<file path="src/rtl/buck_seq_pkg.sv">
// constants, types and field layout of the gate sequencer
// assumes a 10 MHz system clock and classic wishbone access
package buck_seq_pkg;

    // =========================================================
    // timing
    localparam int CLK_PERIOD_NS   = 100;
    localparam int BOOT_PULSE_NS   = 250;
    localparam int BOOT_PERIOD_NS  = 2000;
    localparam int FORCE_DELAY_NS  = 70;
    localparam int OSC_PERIOD_NS   = 500;
    localparam int BURST_PERIOD_NS = 2000;
    localparam logic [4:0] BOOT_PULSE_CYC  =
        5'((BOOT_PULSE_NS + CLK_PERIOD_NS - 1) / CLK_PERIOD_NS);
    localparam logic [4:0] BOOT_PERIOD_CYC = 5'(BOOT_PERIOD_NS / CLK_PERIOD_NS);
    localparam logic [1:0] FORCE_DELAY_CYC =
        2'((FORCE_DELAY_NS + CLK_PERIOD_NS - 1) / CLK_PERIOD_NS);
    localparam logic [4:0] OSC_PERIOD_CYC   = 5'(OSC_PERIOD_NS / CLK_PERIOD_NS);
    localparam logic [4:0] BURST_PERIOD_CYC = 5'(BURST_PERIOD_NS / CLK_PERIOD_NS);
    localparam logic [3:0] BOOT_PULSES      = 4'h8;
    localparam logic [1:0] BURST_PULSES     = 2'h3;
    localparam logic [4:0] SYNC_LOSS_CYC    = 5'(OSC_PERIOD_CYC + 5'h01);
    localparam logic [4:0] REASSERT_LOW_CYC  = 5'(OSC_PERIOD_CYC * 3);
    localparam logic [4:0] REASSERT_HIGH_CYC = 5'(OSC_PERIOD_CYC * 4);

    // =========================================================
    // filtered comparator inputs
    localparam int N_COMP       = 12;
    localparam int C_ENABLE     = 0;
    localparam int C_SW_HIGH    = 1;
    localparam int C_LSG_HIGH   = 2;
    localparam int C_ZERO_CUR   = 3;
    localparam int C_ERR_LOW    = 4;
    localparam int C_PWM_END    = 5;
    localparam int C_RAMP_OK    = 6;
    localparam int C_CUR_LIMIT  = 7;
    localparam int C_OUT_DROOP  = 8;
    localparam int C_INPUT_LOW_THRESHOLD    = 9;
    localparam int C_VIN_HIGH   = 10;
    localparam int C_FOLDBACK   = 11;

    // =========================================================
    // registers
    localparam int         WB_ADR_W      = 4;
    localparam logic [3:0] REG_CTRL_ADDR = 4'h0;
    localparam logic [3:0] REG_STAT_ADDR = 4'h4;
    localparam logic [7:0] CTRL_RESET    = 8'h43;
    localparam int CTRL_SKIP_EN  = 0;
    localparam int CTRL_FORCE_EN = 1;
    localparam int CTRL_MAXON_LO = 4;

    typedef enum logic [2:0] {
        ST_OFF      = 3'b000,
        ST_BOOT     = 3'b001,
        ST_RUN      = 3'b010,
        ST_REASSERT = 3'b011,
        ST_SKIP     = 3'b100,
        ST_BURST    = 3'b101
    } seq_state_type;

endpackage

</file>
<file path="src/rtl/comp_bus_if.sv">
// filtered comparator levels between filter and sequencer
// assumes the package is compiled first
`timescale 1ns/10ps
interface comp_bus_if;
    logic [buck_seq_pkg::N_COMP-1:0] level;
    modport source (output level);
    modport sink   (input  level);
endinterface

</file>
<file path="src/rtl/buck_gate_sync_sequencer.sv">
// gate sequencer of a synchronous buck controller
// assumes 10 MHz CLK_IN; pins and sync input asynchronous to it
`timescale 1ns/10ps
module buck_gate_sync_sequencer (
    input  wire logic                              CLK_IN,
    input  wire logic                              SYS_RST_IN,
    input  wire logic                              SYNC_IN_IN,
    input  wire logic                              ENABLE_IN,
    input  wire logic                              SW_HIGH_IN,
    input  wire logic                              LS_GATE_HIGH_IN,
    input  wire logic                              ZERO_CURRENT_IN,
    input  wire logic                              ERROR_LOW_IN,
    input  wire logic                              PWM_END_IN,
    input  wire logic                              RAMP_OK_IN,
    input  wire logic                              CURRENT_LIMIT_IN,
    input  wire logic                              OUTPUT_DROOP_IN,
    input  wire logic                              INPUT_LOW_THRESHOLD_IN,
    input  wire logic                              VIN_HIGH_IN,
    input  wire logic                              FOLDBACK_IN,
    input  wire logic                              WB_CYC_IN,
    input  wire logic                              WB_STB_IN,
    input  wire logic                              WB_WE_IN,
    input  wire logic [buck_seq_pkg::WB_ADR_W-1:0] WB_ADR_IN,
    input  wire logic [31:0]                       WB_DAT_IN,
    input  wire logic [3:0]                        WB_SEL_IN,
    output logic      [31:0]                       WB_DAT_OUT,
    output logic                                   WB_ACK_OUT,
    output logic                                   HIGH_SIDE_GATE_OUT,
    output logic                                   LOW_SIDE_GATE_OUT,
    output logic                                   SYNC_OUT_OUT,
    output logic                                   SOFT_START_RELEASE_OUT,
    output logic                                   SINK_ENABLE_OUT,
    output logic                                   HYSTERETIC_MODE_OUT,
    output logic                                   LOW_IQ_OUT
);
    import buck_seq_pkg::*;

    // =========================================================
    // input conditioning
    comp_bus_if comp ();

    comp_filter u_filter (
        .clk_in (CLK_IN),
        .rst_in (SYS_RST_IN),
        .raw_in ({FOLDBACK_IN, VIN_HIGH_IN, INPUT_LOW_THRESHOLD_IN, OUTPUT_DROOP_IN,
                  CURRENT_LIMIT_IN, RAMP_OK_IN, PWM_END_IN, ERROR_LOW_IN,
                  ZERO_CURRENT_IN, LS_GATE_HIGH_IN, SW_HIGH_IN, ENABLE_IN}),
        .bus    (comp.source)
    );

    wire enable    = comp.level[C_ENABLE];
    wire sw_high   = comp.level[C_SW_HIGH];
    wire lsg_high  = comp.level[C_LSG_HIGH];
    wire zero_cur  = comp.level[C_ZERO_CUR];
    wire err_low   = comp.level[C_ERR_LOW];
    wire pwm_end   = comp.level[C_PWM_END];
    wire ramp_ok   = comp.level[C_RAMP_OK];
    wire cur_limit = comp.level[C_CUR_LIMIT];
    wire out_droop = comp.level[C_OUT_DROOP];
    wire input_low_threshold   = comp.level[C_INPUT_LOW_THRESHOLD];
    wire vin_high  = comp.level[C_VIN_HIGH];
    wire foldback  = comp.level[C_FOLDBACK];

    // sync input: two flops, then edge detect
    logic sync_meta;
    logic sync_lvl;
    logic sync_prev;

    always_ff @(posedge CLK_IN) begin
        if (SYS_RST_IN) begin
            sync_meta <= 1'b0;
            sync_lvl  <= 1'b0;
            sync_prev <= 1'b0;
        end else begin
            sync_meta <= SYNC_IN_IN;
            sync_lvl  <= sync_meta;
            sync_prev <= sync_lvl;
        end
    end

    wire sync_rise = sync_lvl & ~sync_prev;

    // =========================================================
    // registers and state
    seq_state_type state;
    seq_state_type next_state;
    logic [7:0] ctrl;
    logic [4:0] idle_cnt;
    logic       ext_sync;
    logic [4:0] phase;
    logic [3:0] pulse_num;
    logic [1:0] burst_num;
    logic [4:0] reassert_cnt;
    logic [3:0] on_cnt;
    logic       hs_on;
    logic       zc_off;
    logic [1:0] force_cnt;
    logic       forcing;
    logic       so_en;

    wire in_run    = (state == ST_RUN);
    wire in_burst  = (state == ST_BURST);
    wire in_skip   = (state == ST_SKIP);
    wire in_boot   = (state == ST_BOOT);
    wire in_reasrt = (state == ST_REASSERT);
    wire switching = in_run | in_burst;
    wire sync_loss = ext_sync & (idle_cnt == SYNC_LOSS_CYC);
    wire boot_last = (phase == BOOT_PERIOD_CYC - 5'h01) &
                     (pulse_num == BOOT_PULSES - 4'h1);
    wire de_mode   = ~sync_lvl & ~ext_sync;
    wire skip_en   = ctrl[CTRL_SKIP_EN];
    wire [3:0] max_on = ctrl[CTRL_MAXON_LO +: 4];

    // =========================================================
    // oscillators
    logic osc_tick;
    logic osc_sq;
    logic burst_tick;
    logic fix_sq;

    osc_divider u_osc (
        .clk_in     (CLK_IN),
        .rst_in     (SYS_RST_IN),
        .run_in     (enable & ~in_skip),
        .period_in  (OSC_PERIOD_CYC),
        .tick_out   (osc_tick),
        .square_out (osc_sq)
    );

    osc_divider u_burst (
        .clk_in     (CLK_IN),
        .rst_in     (SYS_RST_IN),
        .run_in     (in_burst),
        .period_in  (BURST_PERIOD_CYC),
        .tick_out   (burst_tick),
        .square_out ()
    );

    osc_divider u_fixed (
        .clk_in     (CLK_IN),
        .rst_in     (SYS_RST_IN),
        .run_in     (enable),
        .period_in  (OSC_PERIOD_CYC),
        .tick_out   (),
        .square_out (fix_sq)
    );

    // =========================================================
    // sequencing
    always_comb begin
        next_state = state;
        case (state)
            ST_OFF: begin
                if (enable) next_state = ST_BOOT;
            end
            ST_BOOT: begin
                if (boot_last) next_state = ST_RUN;
            end
            ST_RUN: begin
                if (sync_loss) begin
                    next_state = ST_REASSERT;
                end else if (skip_en && err_low) begin
                    next_state = ST_SKIP;
                end
            end
            ST_REASSERT: begin
                if (reassert_cnt == 5'h01) next_state = ST_RUN;
            end
            ST_SKIP: begin
                if (!err_low) next_state = ST_BURST;
            end
            ST_BURST: begin
                if (err_low && skip_en) begin
                    next_state = ST_SKIP;
                end else if (burst_tick && burst_num == BURST_PULSES - 2'h1) begin
                    next_state = ST_RUN;
                end
            end
            default: next_state = ST_OFF;
        endcase
        if (!enable) next_state = ST_OFF;
    end

    // new high pulse: sync rise, oscillator tick, or burst tick
    wire cycle_start = (in_run & (sync_rise | (~ext_sync & osc_tick))) |
                       (in_burst & burst_tick);
    wire vin_mid     = ~input_low_threshold & ~vin_high;
    wire zero_ok     = de_mode & vin_mid & in_run;

    always_ff @(posedge CLK_IN) begin
        if (SYS_RST_IN) begin
            state        <= ST_OFF;
            phase        <= 5'h00;
            pulse_num    <= 4'h0;
            burst_num    <= 2'h0;
            reassert_cnt <= 5'h00;
        end else begin
            state <= next_state;
            if (!in_boot) begin
                phase     <= 5'h00;
                pulse_num <= 4'h0;
            end else if (phase == BOOT_PERIOD_CYC - 5'h01) begin
                phase     <= 5'h00;
                pulse_num <= pulse_num + 4'h1;
            end else begin
                phase <= phase + 5'h01;
            end
            if (!in_burst) begin
                burst_num <= 2'h0;
            end else if (burst_tick) begin
                burst_num <= burst_num + 2'h1;
            end
            if (in_run && sync_loss) begin
                reassert_cnt <= sync_lvl ? REASSERT_HIGH_CYC : REASSERT_LOW_CYC;
            end else if (reassert_cnt != 5'h00) begin
                reassert_cnt <= reassert_cnt - 5'h01;
            end
        end
    end

    // external sync presence
    always_ff @(posedge CLK_IN) begin
        if (SYS_RST_IN) begin
            idle_cnt <= 5'h00;
            ext_sync <= 1'b0;
        end else begin
            if (sync_rise) begin
                idle_cnt <= 5'h00;
            end else if (idle_cnt != SYNC_LOSS_CYC) begin
                idle_cnt <= idle_cnt + 5'h01;
            end
            if (sync_rise && enable) begin
                ext_sync <= 1'b1;
            end else if (sync_loss || !enable) begin
                ext_sync <= 1'b0;
            end
        end
    end

    // high-side on-time and zero-current latch
    always_ff @(posedge CLK_IN) begin
        if (SYS_RST_IN) begin
            hs_on  <= 1'b0;
            on_cnt <= 4'h0;
            zc_off <= 1'b0;
        end else begin
            if (!switching) begin
                hs_on <= 1'b0;
            end else if (cycle_start && !hs_on) begin
                hs_on  <= ~(zero_ok & pwm_end);
                on_cnt <= 4'h1;
            end else if (hs_on && (pwm_end || on_cnt >= max_on)) begin
                hs_on <= 1'b0;
            end else if (hs_on) begin
                on_cnt <= on_cnt + 4'h1;
            end
            if (cycle_start || !de_mode) begin
                zc_off <= 1'b0;
            end else if (zero_cur && !hs_on) begin
                zc_off <= 1'b1;
            end
        end
    end

    // forced bootstrap recharge after a sync rise
    always_ff @(posedge CLK_IN) begin
        if (SYS_RST_IN) begin
            force_cnt <= 2'h0;
            forcing   <= 1'b0;
        end else begin
            if (sync_rise) begin
                force_cnt <= FORCE_DELAY_CYC;
            end else if (force_cnt != 2'h0) begin
                force_cnt <= force_cnt - 2'h1;
            end
            if (!sync_lvl || !switching) begin
                forcing <= 1'b0;
            end else if (force_cnt == 2'h1) begin
                forcing <= sw_high & ctrl[CTRL_FORCE_EN];
            end
        end
    end

    // =========================================================
    // gate drive
    wire boot_pulse = in_boot & (phase < BOOT_PULSE_CYC);
    wire ls_normal  = (switching | in_skip) & ~hs_on & ~zc_off;
    wire ls_want    = boot_pulse | in_reasrt | ls_normal;
    wire next_ls    = forcing | (ls_want & ~sw_high);
    wire next_hs    = switching & hs_on & ~forcing & ~next_ls &
                      ~LOW_SIDE_GATE_OUT & ~lsg_high;

    // =========================================================
    // sync output and outputs
    wire next_sync_out = (~so_en | in_skip | ~enable) ? 1'b0 :
                         (cur_limit & out_droop) ? fix_sq :
                         ext_sync ? sync_lvl :
                         osc_sq;
    wire next_sink     = sync_lvl | ext_sync | input_low_threshold | foldback;

    always_ff @(posedge CLK_IN) begin
        if (SYS_RST_IN) begin
            so_en                  <= 1'b0;
            HIGH_SIDE_GATE_OUT     <= 1'b0;
            LOW_SIDE_GATE_OUT      <= 1'b0;
            SYNC_OUT_OUT           <= 1'b0;
            SOFT_START_RELEASE_OUT <= 1'b0;
            SINK_ENABLE_OUT        <= 1'b0;
            HYSTERETIC_MODE_OUT    <= 1'b0;
            LOW_IQ_OUT             <= 1'b0;
        end else begin
            if (state == ST_OFF || in_boot) begin
                so_en <= 1'b0;
            end else if (ramp_ok) begin
                so_en <= 1'b1;
            end
            HIGH_SIDE_GATE_OUT     <= next_hs;
            LOW_SIDE_GATE_OUT      <= next_ls;
            SYNC_OUT_OUT           <= next_sync_out;
            SOFT_START_RELEASE_OUT <= enable & (state != ST_OFF) & ~in_boot;
            SINK_ENABLE_OUT        <= next_sink;
            HYSTERETIC_MODE_OUT    <= de_mode & in_skip;
            LOW_IQ_OUT             <= in_skip;
        end
    end

    // =========================================================
    // wishbone slave
    wire        wb_req  = WB_CYC_IN & WB_STB_IN & ~WB_ACK_OUT;
    wire        hit_ctl = (WB_ADR_IN == REG_CTRL_ADDR);
    wire        hit_st  = (WB_ADR_IN == REG_STAT_ADDR);
    wire [31:0] status  = {24'h000000, so_en, SOFT_START_RELEASE_OUT,
                           forcing, de_mode, ext_sync, state};
    wire [31:0] rdata   = hit_ctl ? {24'h000000, ctrl} :
                          hit_st ? status : 32'h00000000;

    always_ff @(posedge CLK_IN) begin
        if (SYS_RST_IN) begin
            ctrl       <= CTRL_RESET;
            WB_ACK_OUT <= 1'b0;
            WB_DAT_OUT <= 32'h00000000;
        end else begin
            WB_ACK_OUT <= wb_req;
            if (wb_req && !WB_WE_IN) begin
                WB_DAT_OUT <= rdata;
            end
            if (wb_req && WB_WE_IN && hit_ctl && WB_SEL_IN[0]) begin
                ctrl <= WB_DAT_IN[7:0];
            end
        end
    end
endmodule

</file>
<file path="src/rtl/comp_filter.sv">
// two-flop synchroniser plus two-sample glitch filter per input
// assumes raw comparator levels asynchronous to clk_in
`timescale 1ns/10ps
module comp_filter (
    input  wire logic                            clk_in,
    input  wire logic                            rst_in,
    input  wire logic [buck_seq_pkg::N_COMP-1:0] raw_in,
    comp_bus_if.source                           bus
);
    import buck_seq_pkg::*;

    logic [N_COMP-1:0] meta;
    logic [N_COMP-1:0] stable;
    logic [N_COMP-1:0] prev;
    logic [N_COMP-1:0] level;

    genvar i;
    generate
        for (i = 0; i < N_COMP; i++) begin : g_ch
            always_ff @(posedge clk_in) begin
                if (rst_in) begin
                    meta[i]   <= 1'b0;
                    stable[i] <= 1'b0;
                    prev[i]   <= 1'b0;
                    level[i]  <= 1'b0;
                end else begin
                    meta[i]   <= raw_in[i];
                    stable[i] <= meta[i];
                    prev[i]   <= stable[i];
                    if (stable[i] == prev[i]) begin
                        level[i] <= stable[i];
                    end
                end
            end
        end
    endgenerate

    assign bus.level = level;
endmodule

</file>
<file path="src/rtl/osc_divider.sv">
// period divider: one-cycle tick and square wave, stops when idle
// assumes period_in of at least two cycles
`timescale 1ns/10ps
module osc_divider (
    input  wire logic       clk_in,
    input  wire logic       rst_in,
    input  wire logic       run_in,
    input  wire logic [4:0] period_in,
    output logic            tick_out,
    output logic            square_out
);
    logic [4:0] cnt;

    always_ff @(posedge clk_in) begin
        if (rst_in || !run_in) begin
            cnt        <= 5'h00;
            tick_out   <= 1'b0;
            square_out <= 1'b0;
        end else begin
            cnt        <= (cnt == period_in - 5'h01) ? 5'h00 : cnt + 5'h01;
            tick_out   <= (cnt == 5'h00);
            square_out <= (cnt < (period_in >> 1));
        end
    end
endmodule

</file>
<file path="config.mk">
export PLATFORM = sky130hd
export DESIGN_NAME = buck_gate_sync_sequencer
export DESIGN_NICKNAME = d
export VERILOG_FILES = /design/src/rtl/buck_seq_pkg.sv /design/src/rtl/comp_bus_if.sv /design/src/rtl/buck_gate_sync_sequencer.sv /design/src/rtl/comp_filter.sv /design/src/rtl/osc_divider.sv
export SDC_FILE = /design/constraint.sdc
export NUM_CORES = 1
export LEC_CHECK = 0
export BUFFER_PORTS_ARGS = -buffer_cell sky130_fd_sc_hd__buf_2
export CAP_MARGIN = 40
export CORE_UTILIZATION = 40
export CTS_CLUSTER_SIZE = 24
export DETAILED_ROUTE_END_ITERATION = 10
export GPL_TIMING_DRIVEN = 0
export PLACE_DENSITY_LB_ADDON = 0.12
export SETUP_SLACK_MARGIN = 0.1
export SLEW_MARGIN = 20
export SYNTH_ARGS = -nofsm -noshare
export SYNTH_HDL_FRONTEND = slang
export SYNTH_SLANG_ARGS = --single-unit
</file>
<file path="constraint.sdc">
create_clock -name CLK_IN -period 5.95 [get_ports CLK_IN]
set_input_delay 1.19 -clock CLK_IN [delete_from_list [all_inputs] [get_ports CLK_IN]]
set_output_delay 1.19 -clock CLK_IN [all_outputs]
set_load 0.05 [all_outputs]
</file>
After elaboration in Yosys (flattened, before gate mapping):

Index checks and enable logic that the tools add are counted.

* register bits: 153
* word-level logic and storage cells: 268
* input port bits: 58

* equality and inequality tests: 34
* add/subtract/negate cells: 10
* reductions and logical operators: 54
* muxes and demuxes: 24
* bitwise operators: 60
* magnitude comparators: 4

Operators with widths (number)
* $and A1 B1 Y1: 28
* $add A5 B1 Y5 const B: 5
* $reduce_or A2 Y1: 12
* $mux W3: 7
* $not A1 Y1: 20
* $pmux W3 S6: 1
* $mux W8: 2
* $eq A5 B3 Y1 const B: 3
* $lt A5 B2 Y1 const B: 3
* $mux W5: 3
* $eq A1 B1 Y1: 12
* $mux W4: 3
* $or A1 B1 Y1: 12
* $reduce_bool A2 Y1: 6
* $logic_and A1 B1 Y1: 11
* $eq A5 B5 Y1 const B: 2
* $logic_not A5 Y1: 2
* $add A4 B1 Y4 const B: 2
* $eq A4 B3 Y1 const B: 2
* $logic_not A1 Y1: 8
* $logic_or A1 B1 Y1: 8
* $mux W1: 8
* $eq A3 B2 Y1 const B: 2
* $eq A3 B3 Y1 const B: 2
* other kinds (19): 22

Depth between registers and ports, before layout:

* depth after elaboration: 12
* gate-level depth with buffers: 8
* mapped depth without buffers: 7

Hierarchy:

From an unflattened synthesis, not the netlist that was laid out.

* cells, all modules: 636
* area, all modules: 6074.6 µm²

Modules (own cells, without submodules)
* buck_gate_sync_sequencer: area an instance 3161.8 µm², cells each 355, times used 1, seq. area each 1241.2 µm²
* comp_filter: area an instance 1420.1 µm², cells each 125, times used 1, seq. area each 960.9 µm²
* osc_divider (u_burst ...): area an instance 498.0 µm², cells each 52, times used 2, seq. area each 140.1 µm²
* osc_divider (u_osc): area an instance 496.7 µm², cells each 52, times used 1, seq. area each 140.1 µm²

Worst setup path before layout:

No wires, ideal clock.

* path kind: in2reg
* start: input port WB_ADR_IN[1] (netlist bit)
* end: register ctrl[1]
* library setup time: 0.120 ns
* path buffers: 2
* slack: 3.400 ns
* data arrival time: 2.430 ns
* stages: 6
* cell sequence: or3_1 buf_2 nor4_4 buf_4 nor2b_1 a211o_1

* longest elaborated chain between the ends: 3

RTL lines
* from (decl): line buck_gate_sync_sequencer.sv:23 `input wire logic [buck_seq_pkg::WB_ADR_W-1:0] WB_ADR_IN,`
* $logic_not A4 Y1: line buck_gate_sync_sequencer.sv:330 `wire hit_ctl = (WB_ADR_IN == REG_CTRL_ADDR);`
* $logic_and A1 B1 Y1 (2 in a row): line buck_gate_sync_sequencer.sv:347 `if (wb_req && WB_WE_IN && hit_ctl && WB_SEL_IN[0]) begin`
* to (signal assigned): line buck_gate_sync_sequencer.sv:348 `ctrl <= WB_DAT_IN[7:0];`
* to (decl): line buck_gate_sync_sequencer.sv:87 `logic [7:0] ctrl;`

Every way passes these cells.
A chain may end at the register's enable or synchronous reset.

Worst setup path after layout:

Same ends and word-level chain as after synthesis.

==> impl_metrics.tcl <==
set metrics [dict create \
    wl_um 10000 \
    period_minus_slack_ns 2.34 \
    hold_viol_final 0 \
    max_slew_margin_pct 56.1 \
    p_sw_uw 512 \
    numCtsBuffers 17 \
    dr_wl_met2_um 4280 \
    ctsHoldBuffers 0 \
    startpoint_type "input port" \
    synthXorXnorAreaFrac_pct 3.36 \
    hold_path_class "flop to flop" \
    startpoint "WB_ADR_IN[1]" \
    routed.top_layer "met4" \
    cp-end-kind "flop" \
    drc_errors 0 \
    layout-drive-gt1-share_pct 17.8 \
    p_int_mw 1.66 \
    dieArea_um2 13500 \
    vias 3835 \
    grt_pass1_wl_um 16600 \
    die_h_um 116 \
    worstSkewPairLatency_ns 0.41 \
    coreArea_um2 12700 \
    antenna_found_initial 0 \
    ios 98 \
    cp_data_arrival_time_ns 2.64 \
    wl_met3_um 594 \
    switching_share_pct 23.5 \
    finalWeightedCongestion 0.743 \
    cts_root_buffer "clkbuf_16" \
    grt_overflow 0 \
    ys_ff_latch 129 \
    max-vdd-ir-drop_mv 0.190 \
    drv_slew 0 \
    hpwlAfterDp_um 7230 \
    nets 721 \
    status "complete, no violations" \
    skew_ns 0.00593 \
    antennaDiodeCount 0 \
    num_rows 41 \
    io_buffers 45 \
    cts_sinks 129 \
    r2r-start "on_cnt[0]$_SDFFE_PP0P_" \
    fin_crit_sh_pct 39.3 \
    first_pass_iters 4 \
    cts_tree "yes" \
    ant_nets 0 \
    synth_warnings 0 \
    cap_violations 0 \
    yosys.area_share.adder_pct 5.05 \
    drt-met1-wl_um 5000 \
    p_per_area_nw_per_um2 344 \
    clock_path_buffers 2 \
    worstMarginPinSlew_ns 0.659 \
    synthTopCellsByArea "dfxtp_1, nor2b_1, ha_1" \
    synthMuxAreaShare_pct 3.51 \
    ys_seq_area_share_pct 49.6 \
    synth_most_common_cell "dfxtp_1" \
    path_class "input port to flop" \
    synth-edff-count 0 \
    ys_types 52 \
    yosys.area.top_type "dfxtp_1" \
    rsz0062_at_grt "false" \
    synthArstFlopShare_pct 0 \
    setup_ws_ns 3.61 \
    cts_setup_buffers 0 \
    cp_max_fo 10 \
    final.setup.tns_ns 0 \
    area_growth_pct 21.5 \
    grtUsageTotal_pct 16.3 \
    p_leak_nw 2.53 \
    avgSynthCellArea_um2 9.38 \
    pwr-share-seq_pct 42.3 \
    nFillCells 1230 \
    p_clk_share_pct 47.5 \
    avgRoutedWirePerCell_um 12.2 \
    fmax_mhz 428 \
    synth_area_um2 5210 \
    netlist_instances 555 \
    synthSimpleGateAreaFrac_pct 21.4 \
    synth_compound_area_share_pct 10.2 \
    clkTransAtPathRegs_ns 0.05 \
    drt_iter0_markers 210 \
    grt_pass1_vias 3480 \
    setup_viol 0 \
    synth_top_flop_cell "dfxtp_1" \
    cts.htree.levels 4 \
    post-place-ws_ns 3.18 \
    grt_max_degree 17 \
    yosys-top-cells-count "dfxtp_1, nor2_1, nor2b_1, a21oi_1, nand2_1" \
    cp.required_ns 6.25 \
    synth_top_area_share_pct 49.6 \
    die_w_um 116 \
    synth_top_family_by_area "simple AND/OR/NAND/NOR gates" \
    initial_core_util_pct 41.1 \
    cts_resized 0 \
    comb_power_share_pct 10.1 \
    via_per_inst 4.65 \
    hp-start "u_filter.meta[2]$_SDFF_PP0_" \
]
## state kept, by name (all words and copies together) (netlist names), 8 cells and up
signal	count
u_filter.bus.level	12
ctrl	8
u_filter.prev	12
WB_DAT_OUT	8
u_filter.meta	12
u_filter.stable	12
## per-stage QoR
stage | instance area [µm²] | hold WS (ns) | utilization (%) | total power, mW | instances
floorplan | 5290 | 0.414 | - | 1.12 | 578
global placement | 5730 | 0.417 | 45.2 | 1.15 | 795
detailed placement | 5730 | 0.420 | 45.2 | 1.16 | 795
CTS | 6330 | 0.433 | 49.9 | 2.21 | 825
global route | 6330 | 0.451 | 49.9 | 2.28 | 825
finish | 6330 | 0.433 | 49.9 | 2.18 | 825
## power groups by stage
| stage | clock (mW) | sequential [mW] | combinational (mW) |
|---|---|---|---|
| floorplan | 0 | 0.936 | 0.180 |
| global placement | 0 | 0.938 | 0.214 |
| detailed placement | 0 | 0.939 | 0.221 |
| CTS | 1.06 | 0.921 | 0.221 |
| global route | 1.10 | 0.926 | 0.253 |
| finish | 1.03 | 0.921 | 0.220 |
## metal layers
metal	vias to the layer above	GRT usage, %
met2	102	25.3
met1	1719	21.0
li1	1999	-
met3	15	5.18
met4	0	6.50
met5	-	0
## critical path, cell delays in order
cell and delay [ns]:
buf_2 0.10, or3_1 0.36, buf_2 0.19, nor4_4 0.23, buf_4 0.24, nor2b_1 0.07
a211o_1 0.26
## cells in the final DEF (no fill, tap or decap), types with 17 or more instances in the layout
| cell type | count |
|---|---|
| dfxtp_1 | 129 |
| nor2_1 | 63 |
| buf_2 | 50 |
| nor2b_1 | 43 |
| a21oi_1 | 37 |
| nand2_1 | 28 |
| buf_4 | 25 |
| inv_1 | 24 |
| conb_1 | 24 |
| nor3_1 | 21 |
| ha_1 | 21 |
| o21ai_0 | 17 |
| clkbuf_16 | 17 |
## area by class of cell
cell class,instances,area (µm²),area share (%)
inverters,24,90.1,1.42
multi-input cells,381,2350,37.2
flip-flops and latches,129,2580,40.8
plain buffers,44,265,4.19
well taps,172,215,3.40
clock buffers,20,457,7.22
clock inverters,10,136,2.16
repair buffers,45,225,3.56
## worst paths after layout
kind,to,cells past startpoint,slack (ns)
min reg2reg,u_filter.stable[2]$_SDFF_PP0_,1,0.43
min,u_filter.stable[2]$_SDFF_PP0_,1,0.43
max,ctrl[1]$_SDFFE_PP1P_,7,3.61
max reg2reg,on_cnt[3]$_SDFFE_PP0P_,7,3.89
## cell families (layout without fill, tap and decap cells)
kind of cell    count (synthesis)  after routing
simple gates                  212            212
mux                            18             18
flops                         129            129
buf+inv                        68            143
compound gates                 86             86
xor+xnor                       20             20
other cells                     1             24
fa+ha+maj                      21             21
Note: power is estimated with default switching activity, not from simulation.
